--- src/ibm_pkg.sv ---
// Purpose: Constants shared by the IDE bus master decode and control block
// Assumes: Byte-addressed I/O and configuration accesses, 32-bit data
// Notes:   Offsets are byte offsets inside their spaces
package ibm_pkg;
  localparam logic [3:0]  OFS_PRI_CMD   = 4'h0;
  localparam logic [3:0]  OFS_PRI_STAT  = 4'h2;
  localparam logic [3:0]  OFS_PRI_PTR   = 4'h4;
  localparam logic [3:0]  OFS_SEC_CMD   = 4'h8;
  localparam logic [3:0]  OFS_SEC_STAT  = 4'ha;
  localparam logic [3:0]  OFS_SEC_PTR   = 4'hc;
  localparam logic [7:0]  CFG_PROG_IF   = 8'h09;
  localparam logic [7:0]  CFG_PRI_CBASE = 8'h10;
  localparam logic [7:0]  CFG_PRI_CTRL  = 8'h14;
  localparam logic [7:0]  CFG_SEC_CBASE = 8'h18;
  localparam logic [7:0]  CFG_SEC_CTRL  = 8'h1c;
  localparam logic [7:0]  CFG_BM_BASE   = 8'h20;
  localparam logic [15:0] PRI_CMD_LO    = 16'h01f0;
  localparam logic [15:0] PRI_CTL_ADR   = 16'h03f6;
  localparam logic [15:0] SEC_CMD_LO    = 16'h0170;
  localparam logic [15:0] SEC_CTL_ADR   = 16'h0376;
  localparam logic [7:0]  CMD_RESET     = 8'h00;
  localparam logic [7:0]  PROG_IF_RESET = 8'hba;
  localparam int          CMD_START_BIT = 0;
  localparam int          CMD_DIR_BIT   = 3;
  localparam int          ST_ACT_BIT    = 0;
  localparam int          ST_ERR_BIT    = 1;
  localparam int          ST_INT_BIT    = 2;
  localparam int          PI_BM_BIT     = 7;
  localparam int          PI_RPT_BIT    = 6;
  localparam int          PI_PEN_BIT    = 5;
  localparam int          PI_SEN_BIT    = 4;
  localparam int          PI_SNAT_BIT   = 2;
  localparam int          PI_PNAT_BIT   = 0;
  localparam int          FIFO_DEPTH    = 16;
  localparam int          FIFO_WIDTH    = 32;
  typedef enum logic [2:0] {
    IBM_IDLE = 3'b001,
    IBM_XFER = 3'b010,
    IBM_DONE = 3'b100
  } ibm_state_t;
endpackage

--- src/ibm_ctrl.sv ---
// Purpose: IDE programming-interface byte, drive decode and bus master channels
// Assumes: I/O and configuration strobes are one-cycle and synchronous to mclk
// Notes:   Drive data moves through one buffer per channel toward memory
`timescale 1ns/1ps
module ibm_ctrl #(
  parameter int        DWIDTH   = ibm_pkg::FIFO_WIDTH,
  parameter int        DEPTH    = ibm_pkg::FIFO_DEPTH,
  parameter logic      BM_CAP   = 1'b1,
  parameter logic      PRI_NATV = 1'b1,
  parameter logic      SEC_NATV = 1'b1
) (
  input  wire logic              mclk,
  input  wire logic              rst,
  input  wire logic              ce,
  input  wire logic              cfg_wr,
  input  wire logic              cfg_rd,
  input  wire logic [7:0]        cfg_addr,
  input  wire logic [3:0]        cfg_be,
  input  wire logic [31:0]       cfg_wdata,
  output logic      [31:0]       cfg_rdata_ff,
  input  wire logic              io_wr,
  input  wire logic              io_rd,
  input  wire logic [15:0]       io_addr,
  input  wire logic [3:0]        io_be,
  input  wire logic [31:0]       io_wdata,
  output logic      [31:0]       io_rdata_ff,
  output logic                   io_hit_ff,
  output logic      [1:0]        drv_sel_ff,
  output logic      [1:0]        drv_ctl_sel_ff,
  input  wire logic [1:0]        drv_irq,
  input  wire logic [1:0]        drv_done,
  input  wire logic [1:0]        mem_err,
  input  wire logic [1:0]        drv_valid,
  output logic      [1:0]        drv_ready_ff,
  input  wire logic [2*DWIDTH-1:0] drv_data,
  output logic      [1:0]        mem_valid_ff,
  input  wire logic [1:0]        mem_ready,
  output logic      [2*DWIDTH-1:0] mem_data_ff,
  output logic      [1:0]        bm_dir_ff,
  output logic      [1:0]        bm_run_ff,
  output logic      [1:0]        bm_abort_ff,
  output logic      [63:0]       table_ptr_ff
);
  logic [7:0]  prog_if_ff;
  logic [31:0] pri_cbase_ff;
  logic [31:0] pri_ctrl_ff;
  logic [31:0] sec_cbase_ff;
  logic [31:0] sec_ctrl_ff;
  logic [31:0] bm_base_ff;
  logic [1:0]  chan_en;
  logic [1:0]  natv;
  logic [1:0]  cmd_hit;
  logic [1:0]  ctl_hit;
  logic        bm_hit;
  logic [3:0]  bm_ofs;
  logic [31:0] bm_word [2];
  logic [31:0] nxt_io_rdata;
  logic [31:0] nxt_cfg_rdata;

  assign chan_en = {prog_if_ff[ibm_pkg::PI_SEN_BIT], prog_if_ff[ibm_pkg::PI_PEN_BIT]};
  assign natv    = {prog_if_ff[ibm_pkg::PI_SNAT_BIT], prog_if_ff[ibm_pkg::PI_PNAT_BIT]};
  assign bm_hit  = (io_addr[15:4] == bm_base_ff[15:4]);
  assign bm_ofs  = io_addr[3:0];

  // Drive ranges per channel
  always_comb begin
    cmd_hit[0] = natv[0] ? (io_addr[15:3] == pri_cbase_ff[15:3])
                         : (io_addr[15:3] == ibm_pkg::PRI_CMD_LO[15:3]);
    ctl_hit[0] = natv[0] ? (io_addr == {pri_ctrl_ff[15:2], 2'b10})
                         : (io_addr == ibm_pkg::PRI_CTL_ADR);
    cmd_hit[1] = natv[1] ? (io_addr[15:3] == sec_cbase_ff[15:3])
                         : (io_addr[15:3] == ibm_pkg::SEC_CMD_LO[15:3]);
    ctl_hit[1] = natv[1] ? (io_addr == {sec_ctrl_ff[15:2], 2'b10})
                         : (io_addr == ibm_pkg::SEC_CTL_ADR);
    cmd_hit = cmd_hit & chan_en;
    ctl_hit = ctl_hit & chan_en;
  end

  always_ff @(posedge mclk) begin
    if (rst) begin
      drv_sel_ff     <= 2'h0;
      drv_ctl_sel_ff <= 2'h0;
      io_hit_ff      <= 1'b0;
    end else if (ce) begin
      drv_sel_ff     <= (io_wr || io_rd) ? cmd_hit : 2'h0;
      drv_ctl_sel_ff <= (io_wr || io_rd) ? ctl_hit : 2'h0;
      io_hit_ff      <= (io_wr || io_rd) && (bm_hit || (|cmd_hit) || (|ctl_hit));
    end
  end

  // Configuration space: prog-if and base registers
  always_ff @(posedge mclk) begin
    if (rst) begin
      prog_if_ff   <= ibm_pkg::PROG_IF_RESET;
      pri_cbase_ff <= 32'h1;
      pri_ctrl_ff  <= 32'h1;
      sec_cbase_ff <= 32'h1;
      sec_ctrl_ff  <= 32'h1;
      bm_base_ff   <= 32'h1;
    end else if (ce && cfg_wr) begin
      if (cfg_addr[7:2] == ibm_pkg::CFG_PROG_IF[7:2] && cfg_be[1]) begin
        prog_if_ff[ibm_pkg::PI_PEN_BIT]  <= cfg_wdata[8+ibm_pkg::PI_PEN_BIT];
        prog_if_ff[ibm_pkg::PI_SEN_BIT]  <= cfg_wdata[8+ibm_pkg::PI_SEN_BIT];
        prog_if_ff[ibm_pkg::PI_SNAT_BIT] <= SEC_NATV & cfg_wdata[8+ibm_pkg::PI_SNAT_BIT];
        prog_if_ff[ibm_pkg::PI_PNAT_BIT] <= PRI_NATV & cfg_wdata[8+ibm_pkg::PI_PNAT_BIT];
      end
      case (cfg_addr[7:2])
        ibm_pkg::CFG_PRI_CBASE[7:2]: pri_cbase_ff <= {cfg_wdata[31:3], 3'h1};
        ibm_pkg::CFG_PRI_CTRL[7:2]:  pri_ctrl_ff  <= {cfg_wdata[31:2], 2'h1};
        ibm_pkg::CFG_SEC_CBASE[7:2]: sec_cbase_ff <= {cfg_wdata[31:3], 3'h1};
        ibm_pkg::CFG_SEC_CTRL[7:2]:  sec_ctrl_ff  <= {cfg_wdata[31:2], 2'h1};
        ibm_pkg::CFG_BM_BASE[7:2]:   bm_base_ff   <= {cfg_wdata[31:4], 4'h1};
        default: ;
      endcase
    end
  end

  always_comb begin
    nxt_cfg_rdata = 32'h0;
    case (cfg_addr[7:2])
      ibm_pkg::CFG_PROG_IF[7:2]: begin
        nxt_cfg_rdata[15:8] = prog_if_ff;
        nxt_cfg_rdata[8+ibm_pkg::PI_BM_BIT]  = BM_CAP;
        nxt_cfg_rdata[8+ibm_pkg::PI_RPT_BIT] = 1'b0;
        nxt_cfg_rdata[8+3] = SEC_NATV;
        nxt_cfg_rdata[8+1] = PRI_NATV;
      end
      ibm_pkg::CFG_PRI_CBASE[7:2]: nxt_cfg_rdata = pri_cbase_ff;
      ibm_pkg::CFG_PRI_CTRL[7:2]:  nxt_cfg_rdata = pri_ctrl_ff;
      ibm_pkg::CFG_SEC_CBASE[7:2]: nxt_cfg_rdata = sec_cbase_ff;
      ibm_pkg::CFG_SEC_CTRL[7:2]:  nxt_cfg_rdata = sec_ctrl_ff;
      ibm_pkg::CFG_BM_BASE[7:2]:   nxt_cfg_rdata = bm_base_ff;
      default:                     nxt_cfg_rdata = 32'h0;
    endcase
  end

  always_ff @(posedge mclk) begin
    if (rst) begin
      cfg_rdata_ff <= 32'h0;
    end else if (ce && cfg_rd) begin
      cfg_rdata_ff <= nxt_cfg_rdata;
    end
  end

  // Per-channel bus master logic
  genvar ch;
  generate
    for (ch = 0; ch < 2; ch++) begin : g_ch
      localparam logic [3:0] CMD_OFS = (ch == 0) ? ibm_pkg::OFS_PRI_CMD : ibm_pkg::OFS_SEC_CMD;
      localparam logic [3:0] PTR_OFS = (ch == 0) ? ibm_pkg::OFS_PRI_PTR : ibm_pkg::OFS_SEC_PTR;
      logic [7:0]          cmd_ff;
      logic [7:0]          stat_ff;
      logic [31:0]         ptr_ff;
      logic                irq_d_ff;
      ibm_pkg::ibm_state_t st_ff;
      ibm_pkg::ibm_state_t nxt_st;
      logic                wr_lo;
      logic                wr_st;
      logic                new_start;
      logic                start_up;
      logic                stop;
      logic                f_in_rdy;
      logic                f_out_vld;
      logic [DWIDTH-1:0]   f_out_data;

      // Command byte at CMD_OFS (lane 0), status at +2 (lane 2) of same word
      assign wr_lo     = ce && io_wr && bm_hit && (bm_ofs[3:2] == CMD_OFS[3:2]);
      assign wr_st     = wr_lo && io_be[2];
      assign new_start = io_wdata[ibm_pkg::CMD_START_BIT];
      assign start_up  = wr_lo && io_be[0] && new_start && !cmd_ff[ibm_pkg::CMD_START_BIT];
      assign stop      = wr_lo && io_be[0] && !new_start && cmd_ff[ibm_pkg::CMD_START_BIT];

      always_ff @(posedge mclk) begin
        if (rst) begin
          cmd_ff <= ibm_pkg::CMD_RESET;
        end else if (wr_lo && io_be[0]) begin
          cmd_ff <= {4'h0, io_wdata[3], 2'h0, io_wdata[0]};
        end
      end

      always_ff @(posedge mclk) begin
        if (rst) begin
          ptr_ff <= 32'h0;
        end else if (ce && io_wr && bm_hit && bm_ofs[3:2] == PTR_OFS[3:2]) begin
          for (int b = 0; b < 4; b++) begin
            if (io_be[b]) begin
              ptr_ff[8*b +: 8] <= io_wdata[8*b +: 8];
            end
          end
          ptr_ff[1:0] <= 2'h0;
        end
      end

      // Transfer sequencer
      always_comb begin
        case (st_ff)
          ibm_pkg::IBM_IDLE: nxt_st = start_up ? ibm_pkg::IBM_XFER : ibm_pkg::IBM_IDLE;
          ibm_pkg::IBM_XFER: begin
            if (stop) begin
              nxt_st = ibm_pkg::IBM_IDLE;
            end else if (drv_done[ch] && !f_out_vld) begin
              nxt_st = ibm_pkg::IBM_DONE;
            end else begin
              nxt_st = ibm_pkg::IBM_XFER;
            end
          end
          ibm_pkg::IBM_DONE: nxt_st = stop ? ibm_pkg::IBM_IDLE : ibm_pkg::IBM_DONE;
          default:           nxt_st = ibm_pkg::IBM_IDLE;
        endcase
      end

      always_ff @(posedge mclk) begin
        if (rst) begin
          st_ff <= ibm_pkg::IBM_IDLE;
        end else if (ce) begin
          st_ff <= nxt_st;
        end
      end

      // Status: events win over write-one clears
      always_ff @(posedge mclk) begin
        if (rst) begin
          stat_ff  <= 8'h0;
          irq_d_ff <= 1'b0;
        end else if (ce) begin
          irq_d_ff <= drv_irq[ch];
          stat_ff[ibm_pkg::ST_ACT_BIT] <= (nxt_st == ibm_pkg::IBM_XFER);
          if (drv_irq[ch] && !irq_d_ff) begin
            stat_ff[ibm_pkg::ST_INT_BIT] <= 1'b1;
          end else if (wr_st && io_wdata[16+ibm_pkg::ST_INT_BIT]) begin
            stat_ff[ibm_pkg::ST_INT_BIT] <= 1'b0;
          end
          if (mem_err[ch] && st_ff == ibm_pkg::IBM_XFER) begin
            stat_ff[ibm_pkg::ST_ERR_BIT] <= 1'b1;
          end else if (wr_st && io_wdata[16+ibm_pkg::ST_ERR_BIT]) begin
            stat_ff[ibm_pkg::ST_ERR_BIT] <= 1'b0;
          end
          if (wr_st) begin
            stat_ff[6:5] <= io_wdata[22:21];
          end
        end
      end

      // Buffer is flushed on stop so a restart begins afresh
      ibm_fifo #(
        .WIDTH (DWIDTH),
        .DEPTH (DEPTH)
      ) u_fifo (
        .mclk      (mclk),
        .rst       (rst),
        .ce        (ce),
        .flush     (stop || start_up),
        .in_valid  (drv_valid[ch] && drv_ready_ff[ch] && st_ff == ibm_pkg::IBM_XFER),
        .in_ready  (f_in_rdy),
        .in_data   (drv_data[ch*DWIDTH +: DWIDTH]),
        .out_valid (f_out_vld),
        .out_ready (mem_ready[ch] || !mem_valid_ff[ch]),
        .out_data  (f_out_data)
      );

      always_ff @(posedge mclk) begin
        if (rst || (ce && (stop || start_up))) begin
          mem_valid_ff[ch]                 <= 1'b0;
          mem_data_ff[ch*DWIDTH +: DWIDTH] <= '0;
          drv_ready_ff[ch]                 <= 1'b0;
        end else if (ce) begin
          // Ready every other cycle, so a registered ready never promises a full buffer
          drv_ready_ff[ch] <= f_in_rdy && !drv_ready_ff[ch] && (nxt_st == ibm_pkg::IBM_XFER);
          if (mem_ready[ch] || !mem_valid_ff[ch]) begin
            mem_valid_ff[ch]                 <= f_out_vld && cmd_ff[ibm_pkg::CMD_START_BIT];
            mem_data_ff[ch*DWIDTH +: DWIDTH] <= f_out_data;
          end
        end
      end

      always_ff @(posedge mclk) begin
        if (rst) begin
          bm_dir_ff[ch]          <= 1'b0;
          bm_run_ff[ch]          <= 1'b0;
          bm_abort_ff[ch]        <= 1'b0;
          table_ptr_ff[32*ch +: 32] <= 32'h0;
        end else if (ce) begin
          bm_dir_ff[ch]          <= cmd_ff[ibm_pkg::CMD_DIR_BIT];
          bm_run_ff[ch]          <= (nxt_st == ibm_pkg::IBM_XFER);
          bm_abort_ff[ch]        <= stop && st_ff == ibm_pkg::IBM_XFER;
          table_ptr_ff[32*ch +: 32] <= ptr_ff;
        end
      end

      assign bm_word[ch] = (bm_ofs[2]) ? ptr_ff : {8'h0, stat_ff, 8'h0, cmd_ff};
    end
  endgenerate

  always_comb begin
    nxt_io_rdata = 32'h0;
    if (bm_hit) begin
      nxt_io_rdata = bm_word[bm_ofs[3]];
    end
  end

  always_ff @(posedge mclk) begin
    if (rst) begin
      io_rdata_ff <= 32'h0;
    end else if (ce && io_rd) begin
      io_rdata_ff <= nxt_io_rdata;
    end
  end
endmodule

--- src/ibm_fifo.sv ---
// Purpose: Data buffer with valid/ready handshake on both sides
// Assumes: Single clock, synchronous reset
// Notes:   flush empties the buffer at once
`timescale 1ns/1ps
module ibm_fifo #(
  parameter int WIDTH = 32,
  parameter int DEPTH = 16
) (
  input  wire logic             mclk,
  input  wire logic             rst,
  input  wire logic             ce,
  input  wire logic             flush,
  input  wire logic             in_valid,
  output logic                  in_ready,
  input  wire logic [WIDTH-1:0] in_data,
  output logic                  out_valid,
  input  wire logic             out_ready,
  output logic      [WIDTH-1:0] out_data
);
  localparam int AW = $clog2(DEPTH);
  logic [WIDTH-1:0] mem_ff [DEPTH];
  logic [AW-1:0]    wp_ff;
  logic [AW-1:0]    rp_ff;
  logic [AW:0]      cnt_ff;
  logic             push;
  logic             pop;
  assign in_ready  = (cnt_ff != (AW+1)'(DEPTH));
  assign out_valid = (cnt_ff != '0);
  assign out_data  = mem_ff[rp_ff];
  assign push      = in_valid && in_ready;
  assign pop       = out_valid && out_ready;
  always_ff @(posedge mclk) begin
    if (ce && push) begin
      mem_ff[wp_ff] <= in_data;
    end
  end
  always_ff @(posedge mclk) begin
    if (rst || (ce && flush)) begin
      wp_ff  <= '0;
      rp_ff  <= '0;
      cnt_ff <= '0;
    end else if (ce) begin
      if (push) begin
        wp_ff <= (wp_ff == AW'(DEPTH-1)) ? '0 : wp_ff + 1'b1;
      end
      if (pop) begin
        rp_ff <= (rp_ff == AW'(DEPTH-1)) ? '0 : rp_ff + 1'b1;
      end
      cnt_ff <= cnt_ff + (AW+1)'(push) - (AW+1)'(pop);
    end
  end
endmodule

--- config.mk ---
export PLATFORM = sky130hd
export DESIGN_NAME = ibm_ctrl
export DESIGN_NICKNAME = d
export VERILOG_FILES = /design/src/ibm_pkg.sv /design/src/ibm_ctrl.sv /design/src/ibm_fifo.sv
export SDC_FILE = /design/constraint.sdc
export NUM_CORES = 2
export LEC_CHECK = 0
export BUFFER_PORTS_ARGS = -buffer_cell sky130_fd_sc_hd__buf_2
export CAP_MARGIN = 30
export CORE_MARGIN = 2
export CORE_UTILIZATION = 55
export DETAILED_ROUTE_END_ITERATION = 6
export PLACE_DENSITY = 0.74
export SYNTH_ARGS = -nofsm -noshare
export SYNTH_HDL_FRONTEND = slang
export SYNTH_SLANG_ARGS = --single-unit
--- constraint.sdc ---
create_clock -name mclk -period 8.8 [get_ports mclk]
set_input_delay 1.32 -clock mclk [delete_from_list [all_inputs] [get_ports mclk]]
set_output_delay 1.32 -clock mclk [all_outputs]
set_load 0.01 [all_outputs]
# Word-level counts from Yosys, hierarchy flattened
# Memories as Yosys holds them, arrays and structs flattened. A register that Yosys moved wholly into a read port is not among the register bits.
# Cells that the tools add are included.
[word_totals]
regBits = 395
ramBits = 1024
input_bits = 177
output_inout_bits = 207
elab_cells = 244
n_memories = 2
[classes]
addsub = 8
n_lt_le_gt_ge = 1
n_eq_ne = 32
n_mux = 41
bitwise = 3
reduce_logical = 108
[mem_list]
columns = ["memory", "depth", "word_bits", "read_ports", "rd_clocked_by_memory_dff", "write_ports", "line_no", "source"]
rows = [
  ["g_ch[0].u_fifo.mem_ff", 16, 32, 1, 1, 1, "ibm_fifo.sv:21", "logic [WIDTH-1:0] mem_ff [DEPTH];"],
  ["g_ch[1].u_fifo.mem_ff", 16, 32, 1, 1, 1, "ibm_fifo.sv:21", ""],
]
[op_table]
columns = ["op", "count"]
rows = [
  ["2-to-1 mux 32 bit", 6],
  ["one-hot mux 16 bit (5 select lines)", 1],
  ["logical AND 1 bit", 53],
  ["AND reduction 2 bit", 26],
  ["one-hot mux 8 bit (6 select lines)", 1],
  ["one-hot mux 8 bit (5 select lines)", 1],
  ["equality test 16 x 10 -> 1 bit (second input constant)", 2],
  ["equality test 16 bit", 2],
  ["equality test 13 bit", 2],
  ["equality test 13 x 6 -> 1 bit (second input constant)", 2],
  ["equality test 6 x 3 -> 1 bit (second input constant)", 4],
  ["2-to-1 mux 3 bit", 6],
  ["one-hot mux 3 bit (3 select lines)", 2],
  ["adder 4 x 1 -> 4 bit (second input constant)", 4],
  ["equality test 4 bit (second input constant)", 4],
  ["2-to-1 mux 1 bit", 16],
  ["2-to-1 mux 4 bit", 4],
  ["equality test 12 bit", 1],
  ["equality test 3 x 2 -> 1 bit (second input constant)", 4],
  ["logical NOT 1 bit", 11],
  ["adder 5 x 1 -> 5 bit", 2],
  ["!= test 5 bit (second input constant)", 2],
  ["nonzero test 5 bit", 2],
  ["subtractor 5 x 1 -> 5 bit", 2],
  ["other kinds (14)", 33],
]

# Logic depth before layout (Yosys ltp)
[logic_depth]
ltp_word = 10
depth_mapped = 15
depth_no_buf = 15

# Hierarchy
# Synthesis repeated with hierarchy kept, for this count alone.
[unflattened]
cells_unflattened = 3996
hier_area_um2 = 58322.2
[by_module_without_submodules]
columns = ["module", "n_inst", "cells_per_inst", "area_per_inst_um2", "seq_area_each_um2"]
rows = [
  ["ibm_fifo (g_ch[1].u_fifo)", 1, 896, 20123.0, 15715.1],
  ["ibm_fifo (g_ch[0].u_fifo)", 1, 896, 20090.5, 15715.1],
  ["ibm_ctrl", 1, 2204, 18108.6, 8628.3],
]

# Worst setup path before layout
# Ideal clock, no wire load.
[synth_path]
path_type = "input-to-reg"
startpoint = "input ce"
endpoint = "memory g_ch[1].u_fifo.mem_ff[3][0] (enable)"
setup_time_ns = 0.461
arrival_time_ns = 4.232
t_required_ns = 8.339
slack_ns = 4.107
path_stages = 5
path_buffers = 2
path_cell_list = "buf_2 > and3_1 > clkbuf_1 > nand2_1 > nor3_1"
[synth_between]
elab_chain_cells = 3
[synth_lines]
columns = ["element", "line_no", "source"]
rows = [
  ["start: declaration", "ibm_ctrl.sv:14", "input wire logic ce,"],
  ["logical AND 1 bit", "ibm_fifo.sv:33", "if (ce && push) begin"],
  ["2-to-1 mux 1 bit", "ibm_fifo.sv:33", ""],
  ["2-to-1 mux 1 bit (implied by the code)", "ibm_fifo.sv:34", "mem_ff[wp_ff] <= in_data;"],
  ["end: declaration", "ibm_fifo.sv:21", ""],
]
# Every way passes these cells.

# Worst setup path after layout
[layout_path]
startpoint = "input ce"
endpoint = "memory g_ch[0].u_fifo.mem_ff[1][28] (enable)"
[layout_between]
elab_chain_cells = 3
[layout_lines]
columns = ["element", "line_no"]
rows = [
  ["logical AND 1 bit", "ibm_fifo.sv:33"],
  ["2-to-1 mux 1 bit", "ibm_fifo.sv:33"],
  ["2-to-1 mux 1 bit (implied by the code)", "ibm_fifo.sv:34"],
  ["end: declaration", "ibm_fifo.sv:21"],
]
# Every way passes these cells.

==> reports/qor.yml <==
status:
  status: "finished clean"
yosys:
  yosysUniqueCellTypes: 80
  yosysMostFrequentCell: "edfxtp_1"
  syn_area_um2: 58400
  synth_ff_type: "edfxtp_1"
  synth_cells: 3760
  synth_seq_cells: 1481
  ys_seq_area_frac: 0.683
  synth.avg_cell_area_um2: 15.5
  synthArstFlopShare: 0
  ys_warn_count: 0
  yosys.area.top_type_share: 0.526
  yosys-top-cells-count: "1,024 x edfxtp_1, 478 x nand2_1, 457 x dfxtp_1"
  synth_top_area_cell: "edfxtp_1"
  netlist_top_cells_area: "edfxtp_1 53%, dfxtp_1 16%, mux4_2 13%"
  synth_edf_count: 1024
setup_path:
  worst-r2r-cell-count: 5
  required_ns: 9.15
  startpoint: "ce"
  worstPathMaxFanout: 34
  setup.worst_path.end_class: "register"
  r2r_start: "g_ch[0].st_ff[1]"
  worstPathArrival_ns: 4.24
  start_kind: "input pin"
  path_class: "input pin to register"
routing:
  wl_mm: 144
  wl_per_cell_um: 25.6
  drtIter0Drc: 3724
  routed_via_density: 6.11
  drc_errors: 0
  ant_nets: 0
  via_count: 34400
  first_pass_iters: 6
finish:
  multi_input_area_um2: 17400
  num-nets-final: 4306
  areaGrowthSynthToFinish_pct: 14.4
  final_core_util: 0.635
  fill_cells: 7395
  register_area_um2: 39900
  drive_gt1_frac: 0.265
floorplanning:
  start_util: 0.555
  chipHeight_um: 330
  die-area_um2: 109000
  num_io_pins: 384
  rows: 119
  core-area_um2: 105000
  fp.dieW_um: 330
sta:
  fin_hold_ws_ns: 0.451
  worst_pin_slew_ns: 1.01
  finalWorstSetupSlack_ns: 4.91
  slew_headroom: 0.323
  setup_viol_count_final: 0
  max_freq_mhz: 257
  rsz0062_at_grt: "no"
  drv_slew: 0
  period_share: 0.442
  finalSetupTns_ns: 0
  finClkSkew_ns: 0.0371
  period_needed_ns: 3.89
  hold_viol_final: 0
placed_design:
  place_hpwl_mm: 81.0
  gp_congestion: 0.886
  dp_slack_ns: 4.20
  io_buffers: 369
clocking:
  cts_root_buf: "clkbuf_16"
  numCtsBuffers: 148
  clk_pin_slew_worst_paths_ns: 0.06
  cts_setup_buffers: 0
  clockBufferDepth: 3
  cts_tree: "done"
  ctsResizeCount: 0
  htree_levels: 4
  clock-sinks: 1481
  insertion_delay_ns: 0.75
  holdBufCountCts: 0
grt:
  grt_overflow: 0
  grt_max_degree: 98
  track_usage: 0.262
  antenna_found_initial: 18
  grt_pass1_wl_mm: 214
  grt_pass1_vias: 34100
power:
  power_density_nw_per_um2: 238
  leakagePower_uw: 0.0230
  peakVddDrop_v: 0.000204
run:
  max-cap-violations: 0
hold_path:
  worstHoldPathType: "register to register"
  whs_path_depth: 2
  min_from: "mem_data_ff[29]"
-- critical path: stages --
cell and delay, ns:
buf_4 0.36, and3_1 0.66, nand2_1 0.39, nor3_2 0.85, buf_4 0.58
-- final cells by class --
cell class                 count  share of cell area
sequential                  1481               0.597
multi-input combinational   1986               0.261
clock buffer                 205              0.0620
timing repair buffer         450              0.0391
tap                         1391              0.0260
clock inverter                69              0.0124
inverter                      38             0.00213
antenna                       11            0.000412
-- routing by layer --
layer	vias to the layer above	share of wire	wire length (µm)	global-route usage
met5	-	0.00051	74	0
met3	259	0.082	11800	0.0444
met4	14	0.028	4000	0.0875
met2	1567	0.49	71200	0.429
met1	17600	0.40	56900	0.362
li1	15000	-	-	-
-- cells by family (layout without fill, tap and decap cells) --
kind of cell / count (synthesis) / in the layout / synth area share
AO/OA/AOI/OAI: 427 / 427 / 0.0438
XOR/XNOR: 42 / 42 / 0.00642
adder cells (fa/ha/maj): 24 / 24 / 0.00540
buffers and inverters: 298 / 762 / 0.0243
flip-flops: 1481 / 1481 / 0.683
multiplexers: 521 / 521 / 0.165
other: 1 / 17 / 0.0000642
AND/OR/NAND/NOR: 966 / 966 / 0.0726
-- through the flow --
step / total power [µW] / cell area, µm² / cells
3_3_place_gp: 9590 / 61600 / 5337
2_1_floorplan: 9190 / 58500 / 3765
4_1_cts: 16000 / 66800 / 5618
5_1_grt: 16400 / 66800 / 5627
6_report: 15900 / 66800 / 5631
3_5_place_dp: 9640 / 61800 / 5344
-- final timing paths --
path	endpoint	slack, ns
setup reg to reg	g_ch[0].u_fifo.mem_ff[1][28]	5.03
hold reg to reg	mem_data_ff[29]	0.45
setup / recovery	g_ch[0].u_fifo.mem_ff[1][28]	4.91
hold / removal	mem_data_ff[29]	0.45
-- state kept, by name, summed over array words and instances, names as in the netlist, 30 cells and up --
signal,flops
cfg_rdata_ff,31
g_ch.ptr_ff,60
g_ch.u_fifo.mem_ff,1024
io_rdata_ff,31
mem_data_ff,64
pri_ctrl_ff,30
sec_ctrl_ff,30
table_ptr_ff,60
-- layout by cell type, fill, tap and decap left out, types with 19 or more instances in the layout --
master     instances
edfxtp_1        1024
nand2_1          478
dfxtp_1          449
buf_2            368
mux4_2           350
a21oi_1          263
nor2_1           259
clkbuf_16        153
mux2i_1          144
buf_4             72
clkbuf_1          40
inv_1             37
nor3_1            35
a22oi_1           33
o21ai_0           29
nand3_1           28
mux2_2            27
a221oi_1          26
nor2_4            24
xnor2_1           23
ha_1              22
clkinv_2          22
nand2b_1          19
-- power breakdown --
part,switching (µW),internal (µW)
Clock,2660,3780
Combinational,842,964
Sequential,176,7510
(Power assumes the default switching activity.)
